## config.mk

```make
export PLATFORM = sky130hd
export DESIGN_NAME = ipa_regs
export DESIGN_NICKNAME = d
export VERILOG_FILES = /design/src/pkg/ipa_pkg.sv /design/src/rtl/ipa_regs.sv /design/src/rtl/ipa_spi_port.sv
export SDC_FILE = /design/constraint.sdc
export NUM_CORES = 1
export LEC_CHECK = 0
export BUFFER_PORTS_ARGS = -buffer_cell sky130_fd_sc_hd__buf_4
export CORE_MARGIN = 2
export CORE_UTILIZATION = 55
export DETAILED_ROUTE_END_ITERATION = 8
export PLACE_DENSITY = 0.74
export SLEW_MARGIN = 20
export SYNTH_ARGS = -nofsm -noshare
export SYNTH_HDL_FRONTEND = slang
export SYNTH_SLANG_ARGS = --single-unit
```

## constraint.sdc

```tcl
create_clock -name ref_clk -period 5.2 [get_ports ref_clk]
set_input_delay 0.78 -clock ref_clk [delete_from_list [all_inputs] [get_ports ref_clk]]
set_output_delay 0.78 -clock ref_clk [all_outputs]
set_load 0.01 [all_outputs]
```

## src/pkg/ipa_pkg.sv

```systemverilog
// constants, types and register map of the startup, power-profile and alarm register group
// assumes one 20 MHz configuration clock and a serial configuration port sampled on that clock

package ipa_pkg;

   // ----------------------------------------------------------------
   // serial frame layout
   // ----------------------------------------------------------------
   localparam int unsigned ADDR_W      = 15;
   localparam int unsigned DATA_W      = 8;
   localparam logic [4:0]  ADDR_BITS   = 5'h10;   // read flag plus address
   localparam logic [4:0]  FRAME_BITS  = 5'h18;   // whole frame with data
   localparam int unsigned SYNC_STAGES = 3;

   // ----------------------------------------------------------------
   // register offsets
   // ----------------------------------------------------------------
   localparam logic [ADDR_W-1:0] OFS_STARTUP_PROGRESS = 15'h0270;
   localparam logic [ADDR_W-1:0] OFS_POWER_PROFILE_B  = 15'h029A;
   localparam logic [ADDR_W-1:0] OFS_POWER_PROFILE_C  = 15'h029B;
   localparam logic [ADDR_W-1:0] OFS_POWER_PROFILE_D  = 15'h029C;
   localparam logic [ADDR_W-1:0] OFS_ALARM_SUMMARY    = 15'h02C0;
   localparam logic [ADDR_W-1:0] OFS_ALARM_FLAGS      = 15'h02C1;
   localparam logic [ADDR_W-1:0] OFS_ALARM_MASK       = 15'h02C2;

   // ----------------------------------------------------------------
   // reset values and mode codes
   // ----------------------------------------------------------------
   localparam logic [DATA_W-1:0] RST_POWER_B   = 8'h0F;
   localparam logic [DATA_W-1:0] RST_POWER_C   = 8'h04;
   localparam logic [DATA_W-1:0] RST_POWER_D   = 8'h1B;
   localparam logic [5:0]        RST_FLAGS     = 6'h3F;
   localparam logic [5:0]        RST_MASK      = 6'h3F;
   localparam logic [DATA_W-1:0] LP_CODE_B     = 8'h06;
   localparam logic [DATA_W-1:0] HP_CODE_B     = 8'h0F;
   localparam logic [DATA_W-1:0] LP_CODE_C     = 8'h00;
   localparam logic [DATA_W-1:0] HP_CODE_C     = 8'h04;
   localparam logic [DATA_W-1:0] LP_CODE_D     = 8'h14;
   localparam logic [DATA_W-1:0] HP_CODE_D     = 8'h1B;

   // ----------------------------------------------------------------
   // alarm flag bit positions
   // ----------------------------------------------------------------
   localparam int unsigned FLAG_W        = 6;
   localparam int unsigned BIT_UNDERFLOW = 5;
   localparam int unsigned BIT_SER_PLL   = 4;
   localparam int unsigned BIT_LINK      = 3;
   localparam int unsigned BIT_REALIGN   = 2;
   localparam int unsigned BIT_CLOCK     = 0;

   // ----------------------------------------------------------------
   // types
   // ----------------------------------------------------------------
   typedef enum logic [1:0] {
      SP_IDLE = 2'h0,
      SP_ADDR = 2'h1,
      SP_DATA = 2'h3
   } ipa_spi_state_t;

   typedef struct packed {
      logic              wr;      // one-cycle write strobe
      logic              rd;      // one-cycle read strobe
      logic [ADDR_W-1:0] addr;
      logic [DATA_W-1:0] wdata;
   } ipa_req_t;

   typedef struct packed {
      logic underflow;
      logic ser_pll_unlocked;
      logic link_evt;
      logic realign_evt;
      logic clock_evt;
   } ipa_alarm_src_t;

endpackage : ipa_pkg

```

## src/rtl/ipa_regs.sv

```systemverilog
// startup flag, power-profile and alarm register group behind the serial configuration port
// assumes alarm sources and the initialisation sequencer run on ref_clk; no extra synchronisation
//
// Contract
// - startup-complete bit reads 1 once initialisation is finished, else 0
// - profile b: low power 0x06, high performance 0x0F, reset 0x0F
// - profile c: low power 0x00, high performance 0x04, reset 0x04
// - profile d: low power 0x14, high performance 0x1B, reset 0x1B
// - summary alarm reads 1 when any unmasked flag is set
// - masked flags are left out of the summary alarm
// - summary alarm drives the status pin when selected
// - alarm flags reset to 0x3F; writes clear, never store
// - flag positions: underflow 5, pll 4, link 3, realign 2, clock 0
// - pll flag set while the serializer pll is unlocked, sticky
// - writing 1 clears that flag; writing 0 leaves it alone
// - alarm mask resets to 0x3F, masking every source

`timescale 1ns/100ps

module ipa_regs (
   input  wire logic                         ref_clk,            // 20 MHz configuration clock
   input  wire logic                         rstn,               // asynchronous reset, active low
   input  wire logic                         soft_reset,         // one-cycle soft reset pulse
   input  wire logic                         sclk,               // serial clock pin
   input  wire logic                         csb_n,              // chip select pin
   input  wire logic                         sdi,                // serial data in pin
   output logic                              sdo,                // serial data out
   output logic                              sdo_oe,             // high while sdo driven
   input  wire logic                         init_done_in,       // initialisation sequence finished
   input  ipa_pkg::ipa_alarm_src_t           alarm_src,          // alarm events and pll unlock level
   input  wire logic                         status_sel_alarm,   // status pin shows the summary alarm
   input  wire logic                         cal_status_in,      // status shown when not selecting alarm
   output logic                              status_output_pin,  // status pin level
   output logic [ipa_pkg::DATA_W-1:0]        power_field_b,      // profile b code
   output logic [ipa_pkg::DATA_W-1:0]        power_field_c,      // profile c code
   output logic [ipa_pkg::DATA_W-1:0]        power_field_d,      // profile d code
   output logic                              low_power_mode      // all three profiles hold low-power codes
);

   typedef struct packed {
      logic                              init_done;
      logic [ipa_pkg::DATA_W-1:0]        pwr_b;
      logic [ipa_pkg::DATA_W-1:0]        pwr_c;
      logic [ipa_pkg::DATA_W-1:0]        pwr_d;
      logic [ipa_pkg::FLAG_W-1:0]        flags;
      logic [ipa_pkg::FLAG_W-1:0]        mask;
      logic                              summary;
      logic                              status_pin;
      logic                              low_power;
   } ipa_regs_st_t;

   ipa_regs_st_t                st_r;
   ipa_regs_st_t                st_nxt;
   ipa_pkg::ipa_req_t           req;
   logic [ipa_pkg::DATA_W-1:0]  rdata;
   logic [ipa_pkg::FLAG_W-1:0]  flag_set;
   logic [ipa_pkg::FLAG_W-1:0]  flag_clr;
   logic [ipa_pkg::FLAG_W-1:0]  flags_now;

   function automatic logic hit(input logic [ipa_pkg::ADDR_W-1:0] a, input logic [ipa_pkg::ADDR_W-1:0] ofs);
      hit = (a == ofs);
   endfunction : hit

   // ----------------------------------------------------------------
   // serial port
   // ----------------------------------------------------------------
   ipa_spi_port u_port (
      .ref_clk (ref_clk),
      .rstn    (rstn),
      .sclk    (sclk),
      .csb_n   (csb_n),
      .sdi     (sdi),
      .sdo     (sdo),
      .sdo_oe  (sdo_oe),
      .req     (req),
      .rdata   (rdata)
   );

   // ----------------------------------------------------------------
   // read mux; unmapped addresses and reserved bits read zero
   // ----------------------------------------------------------------
   always_comb begin
      rdata = 8'h00;
      if (hit(req.addr, ipa_pkg::OFS_STARTUP_PROGRESS)) rdata = {7'h00, st_r.init_done};
      if (hit(req.addr, ipa_pkg::OFS_POWER_PROFILE_B))  rdata = st_r.pwr_b;
      if (hit(req.addr, ipa_pkg::OFS_POWER_PROFILE_C))  rdata = st_r.pwr_c;
      if (hit(req.addr, ipa_pkg::OFS_POWER_PROFILE_D))  rdata = st_r.pwr_d;
      if (hit(req.addr, ipa_pkg::OFS_ALARM_SUMMARY))    rdata = {7'h00, st_r.summary};
      if (hit(req.addr, ipa_pkg::OFS_ALARM_FLAGS))      rdata = {2'h0, st_r.flags};
      if (hit(req.addr, ipa_pkg::OFS_ALARM_MASK))       rdata = {2'h0, st_r.mask};
   end

   // ----------------------------------------------------------------
   // alarm set and clear
   // ----------------------------------------------------------------
   always_comb begin
      flag_set                         = '0;
      flag_set[ipa_pkg::BIT_UNDERFLOW] = alarm_src.underflow;
      flag_set[ipa_pkg::BIT_SER_PLL]   = alarm_src.ser_pll_unlocked;
      flag_set[ipa_pkg::BIT_LINK]      = alarm_src.link_evt;
      flag_set[ipa_pkg::BIT_REALIGN]   = alarm_src.realign_evt;
      flag_set[ipa_pkg::BIT_CLOCK]     = alarm_src.clock_evt;
      flag_clr = '0;
      if (req.wr && hit(req.addr, ipa_pkg::OFS_ALARM_FLAGS)) begin
         flag_clr = req.wdata[ipa_pkg::FLAG_W-1:0];
      end
      // a source active in the clearing cycle keeps its flag set
      flags_now = (st_r.flags & ~flag_clr) | flag_set;
   end

   // ----------------------------------------------------------------
   // next state
   // ----------------------------------------------------------------
   always_comb begin
      st_nxt           = st_r;
      st_nxt.init_done = init_done_in;
      st_nxt.flags     = flags_now;
      if (req.wr) begin
         // read-only offsets have no write path
         if (hit(req.addr, ipa_pkg::OFS_POWER_PROFILE_B)) st_nxt.pwr_b = req.wdata;
         if (hit(req.addr, ipa_pkg::OFS_POWER_PROFILE_C)) st_nxt.pwr_c = req.wdata;
         if (hit(req.addr, ipa_pkg::OFS_POWER_PROFILE_D)) st_nxt.pwr_d = req.wdata;
         if (hit(req.addr, ipa_pkg::OFS_ALARM_MASK)) begin
            st_nxt.mask = req.wdata[ipa_pkg::FLAG_W-1:0];
         end
      end
      // summary follows the flags one cycle later
      st_nxt.summary    = |(st_r.flags & ~st_r.mask);
      st_nxt.status_pin = status_sel_alarm ? st_r.summary : cal_status_in;
      st_nxt.low_power  = (st_r.pwr_b == ipa_pkg::LP_CODE_B) && (st_r.pwr_c == ipa_pkg::LP_CODE_C)
                          && (st_r.pwr_d == ipa_pkg::LP_CODE_D);
      if (soft_reset) begin
         st_nxt.pwr_b = ipa_pkg::RST_POWER_B;
         st_nxt.pwr_c = ipa_pkg::RST_POWER_C;
         st_nxt.pwr_d = ipa_pkg::RST_POWER_D;
         st_nxt.flags = ipa_pkg::RST_FLAGS;
         st_nxt.mask  = ipa_pkg::RST_MASK;
      end
   end

   always_ff @(posedge ref_clk or negedge rstn) begin
      if (!rstn) begin
         st_r       <= '0;
         st_r.pwr_b <= ipa_pkg::RST_POWER_B;
         st_r.pwr_c <= ipa_pkg::RST_POWER_C;
         st_r.pwr_d <= ipa_pkg::RST_POWER_D;
         st_r.flags <= ipa_pkg::RST_FLAGS;
         st_r.mask  <= ipa_pkg::RST_MASK;
      end else begin
         st_r <= st_nxt;
      end
   end

   assign status_output_pin = st_r.status_pin;
   assign power_field_b     = st_r.pwr_b;
   assign power_field_c     = st_r.pwr_c;
   assign power_field_d     = st_r.pwr_d;
   assign low_power_mode    = st_r.low_power;

endmodule : ipa_regs

```

## src/rtl/ipa_spi_port.sv

```systemverilog
// serial configuration port front end: synchronises the pins and turns frames into register requests
// assumes the serial clock is slow against ref_clk (at least ten ref_clk periods per serial clock period)

`timescale 1ns/100ps

module ipa_spi_port (
   input  wire logic                         ref_clk,  // 20 MHz configuration clock
   input  wire logic                         rstn,     // asynchronous reset, active low
   input  wire logic                         sclk,     // serial clock pin
   input  wire logic                         csb_n,    // chip select pin, active low
   input  wire logic                         sdi,      // serial data in pin
   output logic                              sdo,      // serial data out
   output logic                              sdo_oe,   // high while sdo is driven
   output ipa_pkg::ipa_req_t                 req,      // register request
   input  wire logic [ipa_pkg::DATA_W-1:0]   rdata     // read data for req.addr
);

   typedef struct packed {
      logic [ipa_pkg::SYNC_STAGES-1:0] sclk_s;
      logic [ipa_pkg::SYNC_STAGES-1:0] csb_s;
      logic [ipa_pkg::SYNC_STAGES-1:0] sdi_s;
      logic                            sclk_f;
      logic                            csb_f;
      logic                            sdi_f;
      ipa_pkg::ipa_spi_state_t         state;
      logic [4:0]                      cnt;
      logic [23:0]                     shift;
      logic [ipa_pkg::DATA_W-1:0]      tx;
      logic                            is_read;
      logic                            sdo;
      ipa_pkg::ipa_req_t               req;
   } ipa_spi_st_t;

   ipa_spi_st_t st_r;
   ipa_spi_st_t st_nxt;
   logic        rise;
   logic        fall;
   logic [4:0]  cnt_inc;

   // ----------------------------------------------------------------
   // next state
   // ----------------------------------------------------------------
   always_comb begin
      st_nxt = st_r;
      st_nxt.req.wr = 1'b0;
      st_nxt.req.rd = 1'b0;
      st_nxt.sclk_s = {st_r.sclk_s[1:0], sclk};
      st_nxt.csb_s  = {st_r.csb_s[1:0], csb_n};
      st_nxt.sdi_s  = {st_r.sdi_s[1:0], sdi};
      // a level counts only once stages two and three agree
      if (st_r.sclk_s[1] == st_r.sclk_s[2]) st_nxt.sclk_f = st_r.sclk_s[2];
      if (st_r.csb_s[1] == st_r.csb_s[2])   st_nxt.csb_f  = st_r.csb_s[2];
      if (st_r.sdi_s[1] == st_r.sdi_s[2])   st_nxt.sdi_f  = st_r.sdi_s[2];
      rise    = st_nxt.sclk_f & ~st_r.sclk_f;
      fall    = ~st_nxt.sclk_f & st_r.sclk_f;
      cnt_inc = st_r.cnt + 5'h01;
      if (st_nxt.csb_f) begin
         // deselect aborts any partial frame; nothing is written
         st_nxt.state = ipa_pkg::SP_IDLE;
         st_nxt.cnt   = 5'h00;
      end else begin
         case (st_r.state)
            ipa_pkg::SP_IDLE: begin
               st_nxt.state = ipa_pkg::SP_ADDR;
               st_nxt.cnt   = 5'h00;
            end
            ipa_pkg::SP_ADDR: begin
               if (rise) begin
                  st_nxt.shift = {st_r.shift[22:0], st_nxt.sdi_f};
                  st_nxt.cnt   = cnt_inc;
                  if (cnt_inc == ipa_pkg::ADDR_BITS) begin
                     st_nxt.state    = ipa_pkg::SP_DATA;
                     st_nxt.is_read  = st_r.shift[14];
                     st_nxt.req.addr = {st_r.shift[13:0], st_nxt.sdi_f};
                     st_nxt.req.rd   = st_r.shift[14];
                  end
               end
            end
            ipa_pkg::SP_DATA: begin
               if (st_r.req.rd) st_nxt.tx = rdata;
               if (fall && st_r.is_read) begin
                  st_nxt.sdo = st_r.tx[7];
                  st_nxt.tx  = {st_r.tx[6:0], 1'b0};
               end
               if (rise) begin
                  st_nxt.shift = {st_r.shift[22:0], st_nxt.sdi_f};
                  st_nxt.cnt   = cnt_inc;
                  if (cnt_inc == ipa_pkg::FRAME_BITS) begin
                     st_nxt.state     = ipa_pkg::SP_IDLE;
                     st_nxt.req.wdata = {st_r.shift[6:0], st_nxt.sdi_f};
                     st_nxt.req.wr    = ~st_r.is_read;
                  end
               end
            end
            default: st_nxt.state = ipa_pkg::SP_IDLE;
         endcase
      end
   end

   always_ff @(posedge ref_clk or negedge rstn) begin
      if (!rstn) begin
         st_r        <= '0;
         st_r.sclk_f <= 1'b0;
         st_r.csb_f  <= 1'b1;
         st_r.csb_s  <= 3'h7;
         st_r.state  <= ipa_pkg::SP_IDLE;
      end else begin
         st_r <= st_nxt;
      end
   end

   assign req    = st_r.req;
   assign sdo    = st_r.sdo;
   assign sdo_oe = ~st_r.csb_f & st_r.is_read & (st_r.state == ipa_pkg::SP_DATA);

endmodule : ipa_spi_port

```

# ---- After elaboration in Yosys (flattened, before gate mapping)
# Cells that the tools add are included.
dict set report op_classes {
  magnitude_cmp 0
  div_mod_pow 0
  muxes 39
  shift 0
  bitwise_logic 14
  eq_ne 22
  n_reduce_logical 26
  mul 0
  addsub 1
}
# operator n
set ops {}
lappend ops {{$mux W8} 14}
lappend ops {{$eq A15 B10 Y1 const B} 7}
lappend ops {{$mux W31} 2}
lappend ops {{$mux W16} 3}
lappend ops {{$pmux W23 S2} 1}
lappend ops {{$mux W36} 1}
lappend ops {{$mux W25} 1}
lappend ops {{$mux W24} 1}
lappend ops {{$mux W6} 3}
lappend ops {{$reduce_and A4 Y1} 4}
lappend ops {{$pmux W5 S3} 1}
lappend ops {{$reduce_bool A2 Y1} 7}
lappend ops {{$and A6 B6 Y6} 2}
lappend ops {{$ne A3 B1 Y1 const B} 4}
lappend ops {{$not A6 Y6} 2}
lappend ops {{$eq A5 B5 Y1 const B} 2}
lappend ops {{$reduce_and A3 Y1} 3}
lappend ops {{$eq A8 B3 Y1 const B} 1}
lappend ops {{$eq A8 B5 Y1 const B} 1}
lappend ops {{$logic_not A8 Y1} 1}
lappend ops {{$mux W1} 8}
lappend ops {{$reduce_and A2 Y1} 4}
lappend ops {{$mux W7} 1}
lappend ops {{$or A6 B6 Y6} 1}
lappend ops {{other kinds (13)} 27}
dict set report word_totals {
  wordCells 127
  mem_bits_rw 0
  in_bits 14
  mem_count 0
  rom_bits 0
  latch_bits 0
  regBits 117
  output_inout_bits 28
}

# ---- Longest topological paths before layout
# Gate-level depths: netlist of run 1.
dict set report logic_depth {
  word_depth 10
  ltp_mapped 8
  depth_no_buf 6
}

# ---- Modules after synthesis
# From an unflattened synthesis of run 1, not the netlist that was laid out.
dict set report unflattened {
  hier_cells 511
  hier_area_um2 5684.2
}
# mod cells_per_inst seq_area_each_um2 instances area_per_inst_um2
set modules_own_cells {}
lappend modules_own_cells {ipa_spi_port 218 1731.7 1 2964.1}
lappend modules_own_cells {ipa_regs 293 1027.2 1 2720.1}

# ---- Least setup slack after synthesis of run 1
# OpenSTA, ideal clock, no wires.
dict set report synth_path {
  path_kind {register to register}
  from {register u_port.st_r[59] in the netlist's numbering}
  to {register u_port.st_r, in the netlist u_port.req[14]}
  path_buffers 2
  arrival_ns 2.007
  setup_ns 0.125
  synth_period_minus_slack_ns 2.132
  path_stages_with_launch 9
  path_slack_ns 3.068
  required_time_ns 5.075
  cell_sequence {dfrtp_1 -> ha_1 -> nor2_1 -> o2bb2ai_1 -> nand3_1 -> or4_1 -> buf_6 -> buf_12 -> mux2_4}
}
dict set report synth_via {
  elab_chain_cells 3
}
# element line_no
set synth_rtl {}
lappend synth_rtl {{start: declaration} ipa_spi_port.sv:34} ;# ipa_spi_st_t st_r;
lappend synth_rtl {{start signal: assignment} ipa_spi_port.sv:108} ;# st_r <= st_nxt;
lappend synth_rtl {{$add A5 B1 Y5} ipa_spi_port.sv:56} ;# cnt_inc = st_r.cnt + 5'h01;
lappend synth_rtl {{$eq A5 B5 Y1} ipa_spi_port.sv:71} ;# if (cnt_inc == ipa_pkg::ADDR_BITS) begin
lappend synth_rtl {{$reduce_and A4 Y1 (no line)} --}
# No other way between the ends.
# A chain may end at the register's enable or synchronous reset.

# ---- Final worst setup path of run 1
dict set report layout_path {
  from {register u_port.st_r[59] in the netlist's numbering}
  to {register u_port.st_r, in the netlist u_port.req[15]}
}
# The elaborated chain is that of the path after synthesis.

==> results of run 1 <==
[critical path: cells and delay by family, from the launching register on]
kind | cells | cell delay [ns]
compound gates | 1 | 0.14
mux | 1 | 0.44
fa+ha+maj | 1 | 0.27
flops | 1 | 0.42
simple gates | 3 | 1.13
[routing by layer]
metal / up-vias / GRT usage / routed length [um]
met5: - / 0 / 0
met1: 1751 / 0.301 / 4760
li1: 1589 / - / -
met4: 0 / 0.0653 / 114
met2: 53 / 0.322 / 4860
met3: 10 / 0.0355 / 311
[layout make-up]
class,count,share of cell area
Sequential cell,109,0.502
Multi-Input combinational cell,284,0.370
Timing Repair Buffer,43,0.0588
Clock buffer,13,0.0271
Tap cell,111,0.0253
Inverter,13,0.00889
Clock inverter,3,0.00797
[metrics by stage]
step / setup slack [ns] / cell area, sq um / instances / utilization / hold WS [ns]
3_5_place_dp: 2.56 / 5290 / 560 / 0.581 / 0.335
4_1_cts: 2.54 / 5480 / 576 / 0.602 / 0.352
2_1_floorplan: 3.07 / 5110 / 449 / - / 0.331
6_report: 2.67 / 5490 / 576 / 0.603 / 0.352
3_3_place_gp: 2.72 / 5290 / 560 / 0.581 / 0.333
5_1_grt: 2.51 / 5490 / 576 / 0.603 / 0.356
[kinds of logic (layout without fill, tap and decap cells)]
kind of cell             Yosys count  after routing
XOR/XNOR                           3              3
multiplexers                      61             61
AND/OR/NAND/NOR                  151            151
flip-flops                       109            109
buffers and inverters             56             72
AO/OA/AOI/OAI                     64             64
adder cells (fa/ha/maj)            5              5
[state kept, by name, indices dropped and copies added, names as in the netlist]
signal / cells
u_port.st_nxt: 6
u_port.st_r: 37
u_port.sdo: 1
power_field_c: 8
st_r: 14
power_field_b: 8
low_power_mode: 1
power_field_d: 8
u_port.req: 25
status_output_pin: 1
[cells in the mapped netlist (3+ instances only)]
cell	number	share of area
o21ai_0	14	0.014
nor3_1	5	0.0049
mux2_4	10	0.029
a211o_1	16	0.027
a21oi_1	7	0.0069
buf_2	3	0.0029
dfstp_2	25	0.13
nand4_1	5	0.0061
buf_4	24	0.035
inv_1	13	0.0096
or4_1	6	0.0088
nor4_1	3	0.0037
o221ai_1	5	0.0086
a211oi_1	3	0.0044
nor2b_1	5	0.0061
mux2_2	32	0.071
mux2i_1	19	0.037
a22o_1	3	0.0051
dfrtp_1	84	0.41
clkbuf_1	13	0.0096
nand3_1	6	0.0059
nor4b_1	4	0.0069
nand2_1	56	0.041
xnor2_1	3	0.0051
nor2_1	32	0.024
nand3b_1	5	0.0074
nor3b_1	3	0.0044
a32oi_1	5	0.0086
nand2b_1	5	0.0061
and3_1	4	0.0049
[worst max path at each step]
stage / startpoint / cells after the start / slack, ns / endpoint
floorplan: u_port.st_r[59] / 8 / 3.07 / u_port.req[14]
global placement: u_port.req[8] / 4 / 2.72 / st_r[3]
detailed placement: u_port.req[8] / 4 / 2.56 / st_r[7]
CTS: u_port.req[8] / 4 / 2.54 / st_r[7]
global route: u_port.st_r[59] / 6 / 2.51 / u_port.req[22]
finish: u_port.st_r[59] / 6 / 2.67 / u_port.req[15]
[where the power goes]
group	switching (mW)	internal, mW	total [mW]
combinational	0.0317	0.0237	0.0554
sequential	0.0190	0.869	0.888
clock	0.271	0.238	0.510
==> flow_metrics.py, run 1 <==
metrics = {
    "synthesis": {
        "synth_mux_area_frac": 0.137,
        "synth.avg_cell_area_sq_um": 11.4,
        "synth_xor_area_frac": 0.00515,
        "syn-cell-area_sq_um": 5110,
        "synth_compound_area_frac": 0.0912,
        "seq_area_frac_synth": 0.540,
        "ys_ff_latch": 109,
        "yosys.area_share.simple": 0.151,
        "yosys_most_used_dff": "dfrtp_1",
        "synth_adder_area_share": 0.0110,
        "syn_nets": 465,
        "synth_top_family_by_area": "simple AND/OR/NAND/NOR gates",
        "ys_async_sr_fraction": 1.00,
        "synthDistinctLibCells": 55,
        "netlist_instances": 449,
        "synth_edf_count": 0,
        "ys_warn_count": 0,
    },
    "route": {
        "dr.pass1.iters": 4,
        "drcViolationCount": 0,
        "wl_um": 10000,
        "viasPerCell": 5.91,
        "vias": 3403,
        "ant_nets": 0,
        "drtIter0Drc": 173,
        "wl_per_cell_um": 17.4,
    },
    "finish": {
        "final_common_cell": "dfrtp_1",
        "final_nets": 476,
        "area_growth_pct": 7.55,
        "final_cell_mix": "84 x dfrtp_1, 56 x nand2_1, 43 x buf_4",
        "drive_above_1_share": 0.284,
        "register_area_sq_um": 2760,
        "multi_input_area_sq_um": 2030,
        "antenna_cells": 0,
        "fillers": 768,
    },
    "floorplanning": {
        "fp.dieH_um": 100,
        "die_x_um": 100,
        "start_util": 0.561,
        "die-area_sq_um": 10100,
        "core_sq_um": 9110,
        "fp-row-count": 35,
        "ios": 42,
    },
    "critical_path": {
        "crit_chain": "ha_1 -> nor2_1 -> o2bb2ai_1 -> nand3_1 -> or4_1 -> mux2_4",
        "reg2reg_setup_slack_ns": 2.67,
        "start_kind": "register",
        "ff2ff_path_depth": 6,
        "crit_required_ns": 5.45,
        "r2r_start": "u_port.st_r[59]",
        "cp_slowest_cell": "or4_1",
        "critical_path_class": "register to register",
        "reg2reg_to": "u_port.req[15]",
        "cp-end-kind": "register",
        "slowest_delay_ns": 0.89,
        "crit_arrival_ns": 2.78,
        "path_max_fanout": 16,
    },
    "outcome": {
        "status": "finished clean",
    },
    "placed_design": {
        "numPortBuffers": 41,
        "dp_hpwl_um": 7040,
        "place_congestion": 0.932,
    },
    "timing": {
        "fin_setup_tns_ns": 0,
        "fin_skew_ns": 0.0110,
        "rsz0062_at_grt": "false",
        "timing.final.max_slew_violations": 0,
        "setup_viol_count_final": 0,
        "slew_headroom": 0.423,
        "worst_pin_slew_ns": 0.865,
        "fin_crit_sh": 0.487,
        "final_hold_viol_count": 0,
        "fin_crit_ns": 2.53,
        "fmax_ghz": 0.395,
    },
    "clock_tree": {
        "clk_pin_slew_worst_paths_ns": 0.09,
        "clock_path_buffers": 2,
        "cts_tree": "done",
        "cts_hold_buf": 0,
        "cts-root-buf": "clkbuf_8",
        "htree_levels": 3,
        "cts_resized": 0,
        "cts_sinks": 109,
        "clk_latency_ns": 0.36,
        "cts_setup_buffers": 0,
        "numCtsBuffers": 9,
    },
    "power": {
        "p_total_mw": 1.45,
        "p_leak_nw": 2.49,
        "peakVddDrop_mv": 0.123,
        "p_per_area_nw_per_um2": 265,
    },
    "job": {
        "maxCapViolations": 0,
    },
    "worst_hold_path": {
        "hold_depth": 0,
        "hold_path.class": "register to register",
        "min_from": "u_port.st_nxt[76]",
        "hold_end": "u_port.st_nxt[77]",
    },
    "grt": {
        "grt_pass1_wl_um": 16200,
        "grt_max_degree": 56,
        "overflow": 0,
        "grt_use_total": 0.207,
        "grt_pass1_vias": 3148,
        "antenna_found_initial": 0,
    },
}
No activity file was read; power rests on OpenSTA's default activity.
==> run 2, diff against run 1 <==
--- a/config.mk
+++ b/config.mk
@@ -7,9 +7,9 @@
 export LEC_CHECK = 0
 export BUFFER_PORTS_ARGS = -buffer_cell sky130_fd_sc_hd__buf_4
 export CORE_MARGIN = 2
-export CORE_UTILIZATION = 55
+export CORE_UTILIZATION = 54
 export DETAILED_ROUTE_END_ITERATION = 8
-export PLACE_DENSITY = 0.74
+export PLACE_DENSITY = 0.76
 export SLEW_MARGIN = 20
 export SYNTH_ARGS = -nofsm -noshare
 export SYNTH_HDL_FRONTEND = slang
==> constraint.sdc (replaced) <==
create_clock -name ref_clk -period 2 [get_ports ref_clk]
set_input_delay 0.3 -clock ref_clk [delete_from_list [all_inputs] [get_ports ref_clk]]
set_output_delay 0.3 -clock ref_clk [all_outputs]
set_load 0.01 [all_outputs]
==> flow_metrics.py, run 2 (synthesis gave the netlist of run 1 again) <==
metrics = {
    "outcome": {
        "status": "complete, but fails checks",
        "violations": "setup timing",
    },
    "critical_path": {
        "cp_slowest_cell": "or4_4",
        "reg2reg_to": "u_port.st_r[26]",
        "cp-end-kind": "register",
        "reg2reg_setup_slack_ns": -0.07,
        "critical_path_class": "register to register",
        "slowest_delay_ns": 0.55,
        "path_max_fanout": 8,
        "ff2ff_path_depth": 7,
        "r2r_start": "u_port.st_r[60]",
        "startpoint": "u_port.st_r[60]",
        "start_kind": "register",
        "crit_chain": "ha_2 -> nor2_2 -> o2bb2ai_2 -> nand3_2 -> or4_4 -> buf_12 -> mux2_4",
        "crit_required_ns": 2.26,
        "crit_arrival_ns": 2.33,
    },
    "placed_design": {
        "place_congestion": 0.903,
        "post-place-ws_ns": -0.0523,
        "dp_hpwl_um": 7790,
        "numPortBuffers": 41,
        "dpl-instance-area_sq_um": 5590,
    },
    "timing": {
        "postLayoutSetupSlackWorst_ns": -0.0735,
        "fin_crit_ns": 2.07,
        "holdWs_ns": 0.0308,
        "fin_crit_sh": 1.04,
        "fin_skew_ns": 0.00861,
        "timing.final.max_slew_violations": 0,
        "worst_pin_slew_ns": 0.559,
        "slew_headroom": 0.625,
        "setup_viol_count_final": 24,
        "rsz0062_at_grt": "true",
        "fmax_ghz": 0.482,
        "final_hold_viol_count": 0,
    },
    "floorplanning": {
        "fp.dieH_um": 101,
        "ios": 42,
        "die-area_sq_um": 10200,
        "core_sq_um": 9200,
        "die_x_um": 101,
        "start_util": 0.555,
        "fp-row-count": 35,
    },
    "power": {
        "p_per_area_nw_per_um2": 647,
        "peakVddDrop_mv": 0.437,
        "p_leak_nw": 2.79,
    },
    "grt": {
        "grt_pass1_wl_um": 17900,
        "overflow": 0,
        "grt_pass1_vias": 3541,
        "antenna_found_initial": 0,
        "grt_max_degree": 48,
        "grt_use_total": 0.224,
    },
    "worst_hold_path": {
        "hold_end": "u_port.st_nxt[70]",
        "hold_depth": 1,
        "min_from": "sdi",
        "hold_path.class": "input port to register",
    },
    "finish": {
        "drive_above_1_share": 0.377,
        "largest_reg_flops": 37,
        "final_nets": 520,
        "finalInstanceArea_sq_um": 6040,
        "final_common_cell": "dfrtp_1",
        "fillers": 683,
        "final_util": 0.657,
        "antenna_cells": 0,
        "final_cell_mix": "84 x dfrtp_1, 77 x buf_4, 56 x nand2_1",
        "area_growth_pct": 18.4,
        "top_register": "u_port.st_r",
    },
    "route": {
        "viasPerCell": 5.90,
        "dr.pass1.iters": 4,
        "wl_per_cell_um": 18.2,
        "drcViolationCount": 0,
        "wl_um": 11300,
        "ant_nets": 0,
        "vias": 3656,
        "drtIter0Drc": 191,
    },
    "clock_tree": {
        "cts_sinks": 109,
        "cts_tree": "done",
        "cts-root-buf": "clkbuf_8",
        "htree_levels": 3,
        "clk_latency_ns": 0.37,
        "clk_pin_slew_worst_paths_ns": 0.10,
        "clock_path_buffers": 2,
        "numCtsBuffers": 9,
    },
    "job": {
        "maxCapViolations": 0,
    },
}
[run 2: changes by cell type in the layout (fill, tap and decap cells not counted), moves of 3 or more]
cell     before  now
nand3_2       0    3
buf_4        43   77
buf_6         0    3
or4_1         6    0
nand3_1       6    3
buf_12        0    4
or4_4         0    6
[run 2: power by group]
| group | switching, mW | internal, mW |
|---|---|---|
| Sequential | 0.0509 | 2.26 |
| Combinational | 0.0920 | 0.0797 |
| Clock | 0.719 | 0.711 |
| Total | 0.862 | 3.05 |
[run 2: per-layer routing]
metal  global-route usage  up-vias  wire (um)
met4               0.0624        0        221
met1                0.300     1833       4810
met3               0.0469       24        543
li1                     -     1682          -
met5                    0        -          0
met2                0.373      117       5720
[run 2: cell type report]
class                   count  area (sq um)  area share
clock buffers              11           131      0.0217
clock inverters             5          83.8      0.0139
inverters                  13          48.8     0.00807
multi-input cells         284          2130       0.352
flip-flops and latches    109          2760       0.457
well taps                 111           139      0.0230
repair buffers             87           754       0.125
[run 2: how the worst max path moves through the flow]
| stage | endpoint | depth (start not counted) |
|---|---|---|
| after detailed placement | u_port.st_r[26] | 7 |
| after global routing | u_port.req[20] | 7 |
| after CTS | u_port.st_r[26] | 7 |
| final | u_port.st_r[26] | 7 |
| after floorplan | u_port.req[14] | 8 |
| after global placement | u_port.req[16] | 7 |
[run 2: critical path: cells and delay by family (launching register included)]
kind	cells	cell delay, ns
AOI/OAI and AO/OA	1	0.12
adders and majority gates	1	0.21
buffers and inverters	1	0.18
DFF	1	0.40
muxes	1	0.29
and+or+nand+nor	3	0.75
[run 2: repair_timing]
item                                    4_1_cts  5_1_grt
hold buffers                                  1        0
resized for setup                            13       21
hold endpoints to repair                     15        0
cloned                                        1        2
endpoints found under the setup margin       32       64
buffers inserted                              1        2
pin swaps                                     5       17
[run 2: per-stage QoR]
step           setup TNS [ns]  instances  power [mW]
2_1_floorplan          -0.869        449        2.40
3_3_place_gp           -0.206        597        2.51
3_5_place_dp           -0.694        597        2.52
4_1_cts                -0.897        616        3.95
5_1_grt                 -3.35        620        4.05
6_report                -1.06        620        3.91
==> run 3, diff against run 2 <==
--- a/config.mk
+++ b/config.mk
@@ -5,6 +5,7 @@
 export SDC_FILE = /design/constraint.sdc
 export NUM_CORES = 1
 export LEC_CHECK = 0
+export ABC_AREA = 1
 export BUFFER_PORTS_ARGS = -buffer_cell sky130_fd_sc_hd__buf_4
 export CORE_MARGIN = 2
 export CORE_UTILIZATION = 54
==> flow_metrics.py, run 3 <==
metrics = {
    "timing": {
        "rsz0062_at_grt": "false",
        "setup_viol_count_final": 0,
        "fin_crit_sh": 0.926,
        "fmax_ghz": 0.540,
        "fin_skew_ns": 0.0115,
        "final_hold_viol_count": 0,
        "timing.final.max_slew_violations": 0,
        "holdWs_ns": 0.0239,
        "fin_crit_ns": 1.85,
        "worst_pin_slew_ns": 1.01,
        "fin_setup_tns_ns": 0,
        "slew_headroom": 0.325,
    },
    "route": {
        "wl_um": 10800,
        "wl_per_cell_um": 14.4,
        "dr.pass1.iters": 5,
        "vias": 3965,
        "ant_nets": 0,
        "drcViolationCount": 0,
        "drtIter0Drc": 235,
        "viasPerCell": 5.29,
    },
    "power": {
        "p_leak_nw": 2.72,
        "peakVddDrop_mv": 0.392,
        "power.internal_mw": 3.22,
        "p_total_mw": 4.36,
        "seq_power_share": 0.557,
        "p_sw_frac": 0.261,
        "combPwrFrac": 0.089,
        "power.switching_mw": 1.14,
        "p_per_area_nw_per_um2": 746,
        "clock_power_share": 0.355,
    },
    "synthesis": {
        "yosysMostFrequentCell": "nand2_1",
        "yosysTopAreaCell": "dfrtp_1",
        "seq_area_frac_synth": 0.530,
        "ys_warn_count": 0,
        "synth.avg_cell_area_sq_um": 8.89,
        "netlist_instances": 586,
        "yosys_most_used_dff": "dfrtp_1",
        "ys_top_cells_by_count": "145 x nand2_1, 84 x dfrtp_1, 63 x inv_1",
        "synth_edf_count": 0,
        "ys_async_sr_fraction": 1.00,
        "syn_nets": 602,
        "synth_top_area_share": 0.403,
        "synth.area.top_cells": "dfrtp_1 40%, dfstp_2 13%, nand2_1 10%, inv_1 4.5%, o21ai_0 4.3%",
        "syn-cell-area_sq_um": 5210,
        "synthDistinctLibCells": 46,
        "ys_ff_latch": 109,
    },
    "critical_path": {
        "critical_path_class": "register to register",
        "ff2ff_path_depth": 9,
        "path_max_fanout": 34,
        "crit_arrival_ns": 2.13,
        "crit_required_ns": 2.28,
        "r2r_start": "u_port.st_r[59]",
        "reg2reg_to": "u_port.req[9]",
        "cp-end-kind": "register",
        "start_kind": "register",
        "reg2reg_setup_slack_ns": 0.15,
    },
    "placed_design": {
        "dp_hpwl_um": 7900,
        "place_congestion": 0.886,
        "numPortBuffers": 41,
    },
    "finish": {
        "top_register": "u_port.st_r",
        "final_cell_mix": "145 x nand2_1, 84 x dfrtp_1, 63 x inv_1",
        "antenna_cells": 0,
        "final_common_cell": "nand2_1",
        "drive_above_1_share": 0.231,
        "largest_reg_flops": 37,
        "area_growth_pct": 12.3,
        "final_nets": 631,
    },
    "grt": {
        "grt_pass1_vias": 3854,
        "grt_pass1_wl_um": 18200,
        "overflow": 0,
        "grt_use_total": 0.224,
        "antenna_found_initial": 0,
        "grt_max_degree": 50,
    },
    "outcome": {
        "status": "finished clean",
    },
    "floorplanning": {
        "die_x_um": 102,
        "ios": 42,
        "fp.dieH_um": 102,
        "start_util": 0.561,
        "fp-row-count": 35,
        "core_sq_um": 9280,
        "die-area_sq_um": 10500,
    },
    "clock_tree": {
        "htree_levels": 3,
        "clk_latency_ns": 0.39,
        "cts_tree": "done",
        "cts_sinks": 109,
        "cts-root-buf": "clkbuf_8",
        "numCtsBuffers": 9,
        "clock_path_buffers": 2,
        "clk_pin_slew_worst_paths_ns": 0.11,
    },
    "worst_hold_path": {
        "hold_end": "u_port.st_nxt[76]",
        "min_from": "sclk",
        "hold_path.class": "input port to register",
        "hold_depth": 1,
    },
    "job": {
        "maxCapViolations": 0,
    },
}
-- run 3: worst max path at each step --
stage,start,endpoint,slack (ns)
final,u_port.st_r[59],u_port.req[9],0.15
after global routing,u_port.req[12],power_field_c[4],0.01
after CTS,u_port.st_r[59],u_port.req[7],0.06
after detailed placement,u_port.st_r[59],u_port.req[1],0.1
after global placement,u_port.st_r[59],u_port.req[4],0.19
after floorplan,u_port.st_r[59],u_port.req[16],0.30
-- run 3: layout make-up --
class                   count  area, sq um
multi-input cells         368         1930
inverters                  69          259
repair buffers             58          495
clock buffers               9          124
fillers                   789         3430
well taps                 129          161
clock inverters             7          119
flip-flops and latches    109         2760
-- run 3: cells by family after synthesis --
kind of cell / count (synthesis) / synth area share
AND/OR/NAND/NOR: 262 / 0.235
buffers and inverters: 109 / 0.103
flip-flops: 109 / 0.530
AO/OA/AOI/OAI: 97 / 0.115
XOR/XNOR: 3 / 0.00504
multiplexers: 3 / 0.00648
adder cells (fa/ha/maj): 3 / 0.00696
-- run 3: power groups by stage --
stage	clock [mW]	sequential [mW]	combinational, mW
4_1_cts	1.58	2.43	0.391
6_report	1.55	2.43	0.386
2_1_floorplan	0	2.45	0.247
3_5_place_dp	0	2.47	0.385
5_1_grt	1.67	2.45	0.443
3_3_place_gp	0	2.47	0.374
-- run 3: metrics by stage --
stage | cell area (sq um) | setup slack [ns] | std cells | utilization
6_report | 5850 | 0.148 | 749 | 0.630
5_1_grt | 5850 | 0.0122 | 749 | 0.630
4_1_cts | 5780 | 0.0597 | 744 | 0.622
3_5_place_dp | 5520 | 0.0992 | 726 | 0.594
3_3_place_gp | 5520 | 0.188 | 726 | 0.594
2_1_floorplan | 5210 | 0.302 | 586 | -
-- run 3: critical path, cell delays in order (launching register included) --
cell and delay (ns):
dfrtp_1 0.44, ha_1 0.25, nand3_1 0.10, xor2_1 0.24, nand3_2 0.15, nor2_4 0.14
nand4_4 0.09, buf_12 0.18, nand2_1 0.08, o21ai_1 0.07
-- run 3: per-layer routing --
layer / up-vias / part of all wire / global-route usage
met4: 0 / 0.039 / 0.0995
met5: - / 0 / 0
met1: 1890 / 0.43 / 0.291
met3: 31 / 0.048 / 0.0458
met2: 117 / 0.48 / 0.366
li1: 1927 / - / -
-- run 3: repair_timing --
action,in CTS,in global routing
endpoints found under the setup margin,0,31
setup buffers,0,3
hold buffers,2,2
endpoints found under the hold margin,13,2
gates resized for setup,0,3
